===== config.mk =====
export PLATFORM = sky130hd
export DESIGN_NAME = sisl_top
export DESIGN_NICKNAME = d
export VERILOG_FILES = /design/src/sisl_pkg.sv /design/src/sisl_top.sv
export SDC_FILE = /design/constraint.sdc
export NUM_CORES = 1
export LEC_CHECK = 0
export ABC_AREA = 1
export BUFFER_PORTS_ARGS = -buffer_cell sky130_fd_sc_hd__buf_2
export CORE_MARGIN = 5
export CORE_UTILIZATION = 50
export CTS_CLUSTER_SIZE = 8
export DETAILED_ROUTE_END_ITERATION = 16
export GPL_ROUTABILITY_DRIVEN = 0
export GPL_TIMING_DRIVEN = 0
export PLACE_DENSITY = 0.86
export RECOVER_POWER = 100
export SLEW_MARGIN = 20
export SYNTH_ARGS = -nofsm -noshare
export SYNTH_HDL_FRONTEND = slang
export SYNTH_SLANG_ARGS = --single-unit
export TNS_END_PERCENT = 30

===== constraint.sdc =====
create_clock -name pclk -period 2.88 [get_ports pclk]
set_input_delay 0.432 -clock pclk [delete_from_list [all_inputs] [get_ports pclk]]
set_output_delay 0.432 -clock pclk [all_outputs]
set_load 0.05 [all_outputs]

===== src/sisl_pkg.sv =====
// package: register map, field positions, reset values, state encodings and carriers for the sisl block
// Function
// - first status register shows requests one to six in bits 7..2, bits 1..0 zero
// - second status register shows requests seven to eleven, read only
// - third status register always reads zero
// - arbitration serves the lowest priority number first
// - global mask blocks all sources except the software interrupt
// - all resets share equal priority above every interrupt
// - break request forces the cpu to the software interrupt vector
// - in break, other flags clear only when break clear enable is one
// - a flag cleared in break stays cleared after break
// - two-step clears stay protected in break, complete normally afterwards
// - wait or stop clears the global interrupt mask
// - wait gates cpu clocks, peripheral clocks keep running
// - interrupt, reset or break ends wait; stacking one cycle later
// - break during wait or stop sets the break lowpower flag
// - watchdog runs in wait when the disable option is zero
// - stop resets the counter and gates all system clocks
// - stop recovery lasts 4096 cycles, or 32 with short recovery set
// - interrupt, reset or break ends stop; stacking after recovery
// - counter held in reset during stop, then times recovery
// - break lowpower flag cleared by writing zero or by reset
// - reset status holds six source flags, cleared by reading
// - power-on sets its flag and clears others; others set their own
package sisl_pkg;
  localparam logic [15:0] OFS_BREAK_STATUS  = 16'hFE00;
  localparam logic [15:0] OFS_RESET_STATUS  = 16'hFE01;
  localparam logic [15:0] OFS_BREAK_FLAG    = 16'hFE03;
  localparam logic [15:0] OFS_INT_ONE       = 16'hFE04;
  localparam logic [15:0] OFS_INT_TWO       = 16'hFE05;
  localparam logic [15:0] OFS_INT_THREE     = 16'hFE06;
  localparam logic [15:0] OFS_LOWPOWER_CTRL = 16'hFE08;
  localparam int          POS_BRK_LP        = 1;
  localparam int          POS_CLR_EN        = 7;
  localparam int          POS_INT_LOW       = 2;
  localparam logic [7:0]  RST_INT_ONE       = 8'h00;
  localparam logic [7:0]  RST_BREAK_FLAG    = 8'h00;
  localparam int          NUM_SRC           = 11;
  localparam int          STOP_LONG_CYC     = 4096;
  localparam int          STOP_SHORT_CYC    = 32;
  localparam logic [12:0] CNT_ZERO          = 13'h0000;
  localparam logic [3:0]  LP_WAIT_CMD       = 4'h1;
  localparam logic [3:0]  LP_STOP_CMD       = 4'h2;

  typedef enum logic [1:0] {
    SISL_RUN  = 2'b00,
    SISL_WAIT = 2'b01,
    SISL_STOP = 2'b11,
    SISL_REC  = 2'b10
  } sisl_mode_type;

  // reset sources in flag order of the reset status register
  typedef struct packed {
    logic power_on;
    logic pin;
    logic watchdog;
    logic bad_opcode;
    logic bad_fetch;
    logic serial_bus;
  } sisl_rstsrc_type;

  typedef struct packed {
    logic        psel;
    logic        penable;
    logic        pwrite;
    logic [15:0] paddr;
    logic [31:0] pwdata;
  } sisl_apb_req_type;
endpackage


===== src/sisl_top.sv =====
// module: system integration status, reset source, break and low-power sequencing with apb registers
//
// The APB interface to the registers was left to the implementer.
`timescale 1ns/1ns
module sisl_top (
  input  wire logic                      pclk,
  input  wire logic                      presetn,
  input  wire sisl_pkg::sisl_apb_req_type apb_req,
  output logic [31:0]                    prdata,
  output logic                           pready,
  output logic                           pslverr,
  input  wire logic [10:0]               src_request,
  input  wire logic [10:0]               src_enable,
  input  wire logic                      cpu_mask_in,
  input  wire logic                      soft_int_request,
  input  wire logic                      break_request,
  input  wire logic                      wait_exec,
  input  wire logic                      stop_exec,
  input  wire logic                      short_stop_recovery,
  input  wire logic                      watchdog_disable_option,
  input  wire sisl_pkg::sisl_rstsrc_type  reset_events,
  output logic                           cpu_mask_clear,
  output logic                           cpu_clock_en,
  output logic                           periph_clock_en,
  output logic                           base_clock_out_en,
  output logic                           crystal_clock_en,
  output logic                           watchdog_run,
  output logic                           vector_take,
  output logic [3:0]                     vector_index,
  output logic                           force_soft_vector,
  output logic                           in_break,
  output logic                           flag_clear_allowed
);
  localparam logic [12:0] LONG_CNT  = 13'(sisl_pkg::STOP_LONG_CYC - 1);
  localparam logic [12:0] SHORT_CNT = 13'(sisl_pkg::STOP_SHORT_CYC - 1);

  typedef struct packed {
    sisl_pkg::sisl_mode_type  mode;
    logic [12:0]              cnt;
    logic                     brk_lp;
    logic                     clr_en;
    logic                     brk;
    sisl_pkg::sisl_rstsrc_type reset_source_status;
    logic [10:0]              req;
    logic [31:0]              rdata;
    logic                     take;
    logic [3:0]               vec;
    logic                     mclr;
  } sisl_state_type;

  sisl_state_type s;
  sisl_state_type next_s;

  // lowest index wins, so source one is served first
  function automatic logic [3:0] sisl_prio(input logic [10:0] v);
    logic [3:0] r;
    r = 4'h0;
    for (int i = 10; i >= 0; i--) begin
      if (v[i]) r = 4'(i + 1);
    end
    return r;
  endfunction

  logic        acc;
  logic        wr_acc;
  logic        rd_acc;
  logic [10:0] pend;
  logic        any_rst;
  assign acc     = apb_req.psel && apb_req.penable;
  assign wr_acc  = acc && apb_req.pwrite;
  assign rd_acc  = acc && !apb_req.pwrite;
  // global mask gates all maskable sources, software interrupt passes
  // live levels, and no source take in the cycle after a take, so an acknowledged source drops out before it can be taken twice
  assign pend    = (cpu_mask_in ? 11'h000 : (src_request & src_enable));
  assign any_rst = |reset_events;

  // next state: registers, mode sequencing, vector selection
  always_comb begin
    next_s       = s;
    next_s.take  = 1'b0;
    next_s.mclr  = 1'b0;
    next_s.req   = src_request;
    next_s.brk   = break_request;
    if (wr_acc && apb_req.paddr == sisl_pkg::OFS_BREAK_FLAG) begin
      next_s.clr_en = apb_req.pwdata[sisl_pkg::POS_CLR_EN];
    end
    if (wr_acc && apb_req.paddr == sisl_pkg::OFS_BREAK_STATUS && !apb_req.pwdata[sisl_pkg::POS_BRK_LP]) begin
      next_s.brk_lp = 1'b0;
    end
    // read clears reset sources; a new reset event wins over the clear
    if (rd_acc && apb_req.paddr == sisl_pkg::OFS_RESET_STATUS) begin
      next_s.reset_source_status = '0;
    end
    if (reset_events.power_on) begin
      next_s.reset_source_status = '0;
      next_s.reset_source_status.power_on = 1'b1;
    end else begin
      next_s.reset_source_status = next_s.reset_source_status | reset_events;
    end
    case (s.mode)
      sisl_pkg::SISL_RUN: begin
        next_s.cnt = sisl_pkg::CNT_ZERO;
        if (stop_exec) begin
          next_s.mode = sisl_pkg::SISL_STOP;
          next_s.mclr = 1'b1;
        end else if (wait_exec) begin
          next_s.mode = sisl_pkg::SISL_WAIT;
          next_s.mclr = 1'b1;
        end
      end
      sisl_pkg::SISL_WAIT: begin
        if (break_request) begin
          next_s.brk_lp = 1'b1;
          next_s.mode   = sisl_pkg::SISL_RUN;
        end else if (|(s.req & src_enable) || any_rst) begin
          next_s.mode = sisl_pkg::SISL_RUN;
        end
      end
      sisl_pkg::SISL_STOP: begin
        next_s.cnt = sisl_pkg::CNT_ZERO;
        if (break_request) begin
          next_s.brk_lp = 1'b1;
          next_s.mode   = sisl_pkg::SISL_REC;
        end else if (|(s.req & src_enable)) begin
          next_s.mode = sisl_pkg::SISL_REC;
        end
      end
      sisl_pkg::SISL_REC: begin
        next_s.cnt = 13'(s.cnt + 13'h0001);
        if (s.cnt == (short_stop_recovery ? SHORT_CNT : LONG_CNT)) begin
          next_s.mode = sisl_pkg::SISL_RUN;
          next_s.cnt  = sisl_pkg::CNT_ZERO;
        end
      end
      default: next_s.mode = sisl_pkg::SISL_RUN;
    endcase
    // any reset ends low power at once and outranks interrupts
    if (any_rst) begin
      next_s.mode = sisl_pkg::SISL_RUN;
      next_s.cnt  = sisl_pkg::CNT_ZERO;
    end
    // vector request only while the cpu runs; stacking follows wake
    if (!any_rst && next_s.mode == sisl_pkg::SISL_RUN && s.mode != sisl_pkg::SISL_STOP) begin
      if (break_request || soft_int_request) begin
        next_s.take = 1'b1;
        next_s.vec  = 4'h0;
      end else if (|pend && !s.take) begin
        next_s.take = 1'b1;
        next_s.vec  = sisl_prio(pend);
      end
    end
    // register read data
    next_s.rdata = 32'h0000_0000;
    if (rd_acc) begin
      case (apb_req.paddr)
        sisl_pkg::OFS_BREAK_STATUS:  next_s.rdata[sisl_pkg::POS_BRK_LP] = s.brk_lp;
        sisl_pkg::OFS_RESET_STATUS:  next_s.rdata[7:0] = {s.reset_source_status, 2'b00};
        sisl_pkg::OFS_BREAK_FLAG:    next_s.rdata[sisl_pkg::POS_CLR_EN] = s.clr_en;
        sisl_pkg::OFS_INT_ONE:       next_s.rdata[7:0] = {s.req[5:0], 2'b00};
        sisl_pkg::OFS_INT_TWO:       next_s.rdata[4:0] = s.req[10:6];
        sisl_pkg::OFS_INT_THREE:     next_s.rdata[7:0] = 8'h00;
        sisl_pkg::OFS_LOWPOWER_CTRL: next_s.rdata[1:0] = s.mode;
        default:                     next_s.rdata = 32'h0000_0000;
      endcase
    end
  end

  // single state register
  always_ff @(posedge pclk or negedge presetn) begin
    if (!presetn) begin
      s       <= '0;
      s.mode  <= sisl_pkg::SISL_RUN;
      s.clr_en <= sisl_pkg::RST_BREAK_FLAG[sisl_pkg::POS_CLR_EN];
    end else begin
      s <= next_s;
    end
  end

  logic known;
  always_comb begin
    case (apb_req.paddr)
      sisl_pkg::OFS_BREAK_STATUS, sisl_pkg::OFS_RESET_STATUS, sisl_pkg::OFS_BREAK_FLAG,
      sisl_pkg::OFS_INT_ONE, sisl_pkg::OFS_INT_TWO, sisl_pkg::OFS_INT_THREE,
      sisl_pkg::OFS_LOWPOWER_CTRL: known = 1'b1;
      default: known = 1'b0;
    endcase
  end

  // zero wait state slave; read data is the live decode of the state, not the rdata register
  assign pready  = 1'b1;
  assign pslverr = acc && !known;
  // rdata register lags one cycle, so present live decode in the access phase
  assign prdata  = next_s.rdata;

  // clock gating outputs
  assign cpu_clock_en      = (s.mode == sisl_pkg::SISL_RUN);
  assign periph_clock_en   = (s.mode != sisl_pkg::SISL_STOP);
  assign base_clock_out_en = (s.mode != sisl_pkg::SISL_STOP);
  assign crystal_clock_en  = (s.mode != sisl_pkg::SISL_STOP);
  assign watchdog_run      = !watchdog_disable_option && (s.mode != sisl_pkg::SISL_STOP);
  assign cpu_mask_clear    = s.mclr;
  assign vector_take       = s.take;
  assign vector_index      = s.vec;
  assign force_soft_vector = s.take && (s.vec == 4'h0) && s.brk;
  assign in_break          = s.brk;
  // other modules gate their clears with this; protection persists across two-step clears
  assign flag_clear_allowed = !s.brk || s.clr_en;

  // assertions
  rec_len_a: assert property (@(posedge pclk) disable iff (!presetn)
    (s.mode == sisl_pkg::SISL_REC && s.cnt == SHORT_CNT && short_stop_recovery && !any_rst)
      |=> s.mode == sisl_pkg::SISL_RUN) else $error("short recovery wrong length");
  rec_cnt_a: assert property (@(posedge pclk) disable iff (!presetn)
    s.mode == sisl_pkg::SISL_STOP |-> s.cnt == sisl_pkg::CNT_ZERO) else $error("counter not held in stop");
  stop_clk_a: assert property (@(posedge pclk) disable iff (!presetn)
    s.mode == sisl_pkg::SISL_STOP |-> !crystal_clock_en && !base_clock_out_en && !cpu_clock_en)
    else $error("clocks live in stop");
  wait_clk_a: assert property (@(posedge pclk) disable iff (!presetn)
    s.mode == sisl_pkg::SISL_WAIT |-> !cpu_clock_en && periph_clock_en) else $error("wait clock gating");
  mask_clr_a: assert property (@(posedge pclk) disable iff (!presetn)
    (s.mode == sisl_pkg::SISL_RUN && (wait_exec || stop_exec) && !any_rst) |=> cpu_mask_clear)
    else $error("mask not cleared");
  brk_lp_a: assert property (@(posedge pclk) disable iff (!presetn)
    (s.mode == sisl_pkg::SISL_WAIT && break_request) |=> s.brk_lp) else $error("break lowpower flag not set");
  por_flag_a: assert property (@(posedge pclk) disable iff (!presetn)
    reset_events.power_on |=> s.reset_source_status == 6'b100000) else $error("power-on flags wrong");
  rsr_rd_a: assert property (@(posedge pclk) disable iff (!presetn)
    (rd_acc && apb_req.paddr == sisl_pkg::OFS_RESET_STATUS && !any_rst) |=> s.reset_source_status == '0)
    else $error("reset status not cleared by read");
  interrupt_status_three_zero_a: assert property (@(posedge pclk) disable iff (!presetn)
    (rd_acc && apb_req.paddr == sisl_pkg::OFS_INT_THREE) |-> prdata == 32'h0000_0000)
    else $error("third status nonzero");
  prot_a: assert property (@(posedge pclk) disable iff (!presetn)
    (s.brk && !s.clr_en) |-> !flag_clear_allowed) else $error("flags unprotected in break");

  stop_cov_c: cover property (@(posedge pclk) disable iff (!presetn)
    s.mode == sisl_pkg::SISL_STOP ##1 s.mode == sisl_pkg::SISL_REC);
  wait_cov_c: cover property (@(posedge pclk) disable iff (!presetn)
    s.mode == sisl_pkg::SISL_WAIT ##1 s.mode == sisl_pkg::SISL_RUN);
  vec_cov_c: cover property (@(posedge pclk) disable iff (!presetn) vector_take && vector_index != 4'h0);
endmodule // sisl_top


== After elaboration in Yosys (flattened, before gate mapping) ==
Index checks and enable logic that the tools add are counted.

* Add/subtract/negate cells: 1
* $mul: 0
* Div/mod/pow operators: 0
* Magnitude comparators: 0
* Equal/unequal tests: 12
* Shift operators: 0
* Mux-type cells: 41
* Bitwise gates (word level): 3
* Reduce and logical (&&, ||, !) cells: 36

{| class="wikitable"
|+ Operators by type and width
! cell !! count
|-
| 16-bit equality test, second input constant || 7
|-
| 4-bit 2-to-1 mux || 11
|-
| 15-bit 2-to-1 mux || 2
|-
| 13-bit case mux with 2 select lines || 1
|-
| 11-bit AND || 2
|-
| 11-bit OR reduction || 2
|-
| 5-bit 2-to-1 mux || 3
|-
| 1-bit logical AND || 14
|-
| 13-bit by 1-bit adder with 13-bit output, second input constant || 1
|-
| 13-bit by 12-bit equality test with 1-bit output || 1
|-
| 12-bit 2-to-1 mux || 1
|-
| 2-bit 2-to-1 mux || 6
|-
| 6-bit 2-to-1 mux || 2
|-
| 11-bit 2-to-1 mux || 1
|-
| 3-bit case mux with 3 select lines || 1
|-
| 8-bit 2-to-1 mux || 1
|-
| 2-bit case mux with 4 select lines || 1
|-
| 1-bit logical NOT || 7
|-
| 1-bit 2-to-1 mux || 7
|-
| 7-bit OR reduction || 1
|-
| 6-bit bitwise OR || 1
|-
| 1-bit case mux with 3 select lines || 2
|-
| 6-bit OR reduction || 1
|-
| 2-bit equality test, second input constant || 2
|-
| other kinds (11) || 15
|}

* Flip-flop bits (word level): 41
* Bits in latches: 0
* Bits in writable memories: 0
* Bits in read-only memories: 0
* Output and inout bits: 48
* Logic and storage cells: 108
* Memories kept: 0

== Depth between registers and ports, before layout ==
* Depth in word-level cells: 16
* Gate-level depth with buffers: 14
* Gate-level depth less buffers: 14

== Worst setup path before layout ==
Ideal clock, no wire load.

* Path kind: input to output
* Start point: input port apb_req[40] (netlist bit)
* End point: output port pslverr
* Arrival: 1977 ps
* Data required time: 2448 ps
* Slack: 471 ps
* Cell stages on the path: 8
* Buffers on the path: 0
* Cell sequence: inv_1 nand4_1 nor2_1 nand4_2 nor2_2 nand3_1 nand2_1 nor3_1

* Cells in the longest elaborated chain, start to end: 5
* Elaborated cells on any way between the ends: 11
* Those cells by class: eq/ne: 7; mux: 1; reduce/logical: 3

{| class="wikitable"
|+ RTL lines
! what !! RTL line !! RTL
|-
| from (decl) || sisl_top.sv:8 || <nowiki>input wire sisl_pkg::sisl_apb_req_type apb_req,</nowiki>
|-
| 16-bit equality test || sisl_top.sv:181 || <nowiki>case (apb_req.paddr)</nowiki>
|-
| 7-bit OR reduction (*) || sisl_top.sv:181 ||
|-
| 1-bit 2-to-1 mux (*) || sisl_top.sv:181 ||
|-
| 1-bit logical NOT (*) || sisl_top.sv:191 || <nowiki>assign pslverr = acc && !known;</nowiki>
|-
| 1-bit logical AND (*) || sisl_top.sv:191 ||
|-
| to (decl) || sisl_top.sv:11 || <nowiki>output logic pslverr,</nowiki>
|}

Every way passes the cells marked *; elsewhere a longest branch is shown, timed or not.

==> qor.csv <==
stage,metric,value,unit
drt,wl,6.65,mm
clock_tree,cts_tree,built,
drt,wl_per_cell,11.9,um
placement,dp_hpwl,5.50,mm
critical_path,crit_required,2.45,ns
die,rows,27,
drt,drtAntennaViolNets,0,
synth,yosys_register_bits,41,
clock_tree,cts-root-buf,clkbuf_8,
clock_tree,holdBufCountCts,0,
timing,hold_viol_final,0,
timing,setup_viol,0,
timing,fin_skew,0.00593,ns
drt,via_count,2695,
finish,multi_input_area,1300,um^2
finish,drive_above_1_share,24.1,%
global_route,antenna_found_initial,0,
timing,rsz0062_at_grt,false,
die,dieArea,7110,um^2
status,failed_checks,"max-capacitance violations, max-slew violations",
job,maxCapViolCount,1,
synth,synthFlopType,dfrtp_1,
synth,synth_top_cell_area_share,37.1,%
clock_tree,postCtsSetupRepairBufs,0,
die,die_w,84.3,um
drt,drtIter0Drc,151,
clock_tree,cts_buffer_depth,2,
timing,max_clock_freq,0.401,GHz
status,status,"finished, violations left",
finish,seqCellArea,1030,um^2
global_route,grt_pass1_vias,2622,
clock_tree,cts_sinks,41,
finish,nFillCells,514,
timing,tightest_slew,2.18,ns
timing,finalCritPeriodShare,86.5,%
finish,diodes,0,
critical_path,start_kind,primary input,
critical_path,crit_fanout,4,
critical_path,r2r_start,s[72],
synth,ys_async_sr_fraction,100,%
die,pin_count,136,
finish,syn_to_final_growth,21.2,%
clock_tree,clk_latency,0.29,ns
drt,drc,0,
finish,postLayoutCoreUtil,61.5,%
placement,dpl_cell_area,3340,um^2
drt,drt_first_pass_iters,4,
timing,timing.slew.headroom,-45.0,%
power,max-vdd-ir-drop,0.252,mV
finish,final_area,3350,um^2
power,powerDensity,372,nW/um^2
synth,yosysWarnings,0,
global_route,grt_usage,18.5,%
die,initial_core_util,50.8,%
synth,synth_area_leader_cell,dfrtp_1,
synth,yosysSeqAreaShare,37.1,%
synth,postSynthCellCount,379,
finish,num-nets-final,582,
synth,yosysMostFrequentCell,nand2_1,
timing,finalMaxSlewViolations,42,
critical_path,worstSetupPathType,in2out,
timing,worst_hold_slack,0.254,ns
critical_path,arrival,2.06,ns
clock_tree,clk_pin_slew,0.08,ns
synth,synth_edf_count,0,
hold_path,hold_depth,1,
synth,syn_area,2760,um^2
critical_path,end_kind,output pin,
clock_tree,cts-buffers-inserted,5,
synth,synth_cell_types,36,
global_route,grt_max_degree,42,
timing,fin_setup_tns,0,ns
placement,portBuffers,80,
hold_path,holdCritPathClass,in2reg,
timing,fin_crit,2.49,ns
synth,ys_top_cells_by_count,"nand2_1, nor2_1, dfrtp_1",
synth,synth_area_leaders,"dfrtp_1, nand2_1, buf_4",
clock_tree,h-tree-depth,2,
die,die_h,84.3,um
drt,vias_per_cell,4.80,
hold_path,worstHoldStart,src_request[5],
critical_path,crit_start,apb_req[39],
critical_path,worstRegToRegCells,8,
die,coreArea,5440,um^2
clock_tree,post_cts_resized,0,
synth,avgSynthCellArea,7.29,um^2
global_route,grt_pass1_wl,11.1,mm
power,leakage,0.00185,uW
global_route,overflow,0,
## state kept, by name, summed over array words and instances (netlist names)
name / flops
vector_index: 4
cpu_mask_clear: 1
s: 34
vector_take: 1
in_break: 1
## final timing paths
path	endpoint	slack, ns
worst max-delay path	prdata[2]	0.39
worst min-delay path	s[43]	0.25
worst max register to register	s[58]	0.64
worst min register to register	s[54]	0.47
max in group asynchronous	in_break	0.87
min in group asynchronous	cpu_mask_clear	0.78
## cells in the final DEF, fill, tap and decap left out, types with 6 or more instances in the layout
cell      instances
o21ai_0          11
a21oi_1          15
nor2_1           49
nor3_1            7
buf_2            49
nand4_1           6
conb_1           25
nand2_1          97
clkbuf_8          6
buf_4            39
clkbuf_1         25
nand3_1          28
inv_1            41
clkbuf_2          8
dfrtp_1          41
## final cells by class
cell class / instances / share of cell area (%)
timing repair buffer: 80 / 11.1
buffer: 40 / 8.86
tap: 72 / 2.69
clock buffer: 7 / 2.58
multi-input combinational: 274 / 38.8
inverter: 47 / 5.27
sequential: 41 / 30.7
## cells by family after synthesis
group,Yosys count,share of synthesized area (%)
AO/OA/AOI/OAI,40,8.79
XOR/XNOR,5,1.59
AND/OR/NAND/NOR,199,32.8
buffers and inverters,87,17.2
other,2,0.272
adder cells (fa/ha/maj),5,2.26
flip-flops,41,37.1
## routing by layer
layer / vias to the layer above / wire length, um / GRT usage [%]
li1: 1366 / - / -
met1: 1203 / 2620 / 21.5
met2: 113 / 3310 / 33.1
met3: 13 / 606 / 5.59
met4: 0 / 116 / 5.18
met5: - / 0 / 0
## where the power goes
part / internal, uW / switching [uW] / leakage [uW]
Sequential: 594 / 11.8 / 0.000520
Clock: 190 / 189 / 0.0000443
Combinational: 80.4 / 179 / 0.00129
Total: 865 / 380 / 0.00185
## through the flow
| stage | power [uW] | std cells | setup slack (ns) |
|---|---|---|---|
| 2_1_floorplan | 799 | 402 | 0.471 |
| 3_3_place_gp | 876 | 554 | 0.494 |
| 3_5_place_dp | 880 | 554 | 0.436 |
| 4_1_cts | 1250 | 561 | 0.425 |
| 5_1_grt | 1310 | 561 | 0.126 |
| 6_report | 1240 | 561 | 0.388 |
## critical path, cell delays in order
cell      delay [ns]
buf_2           0.09
nor2_1          0.10
nand2_1         0.06
nor2_1          0.12
nand4_2         0.11
nor2_1          0.22
nand2_1         0.14
a31oi_1         0.27
nand2_1         0.09
inv_1           0.06
buf_4           0.09
clkbuf_2        0.26
No activity file was read; power rests on OpenSTA's default activity.
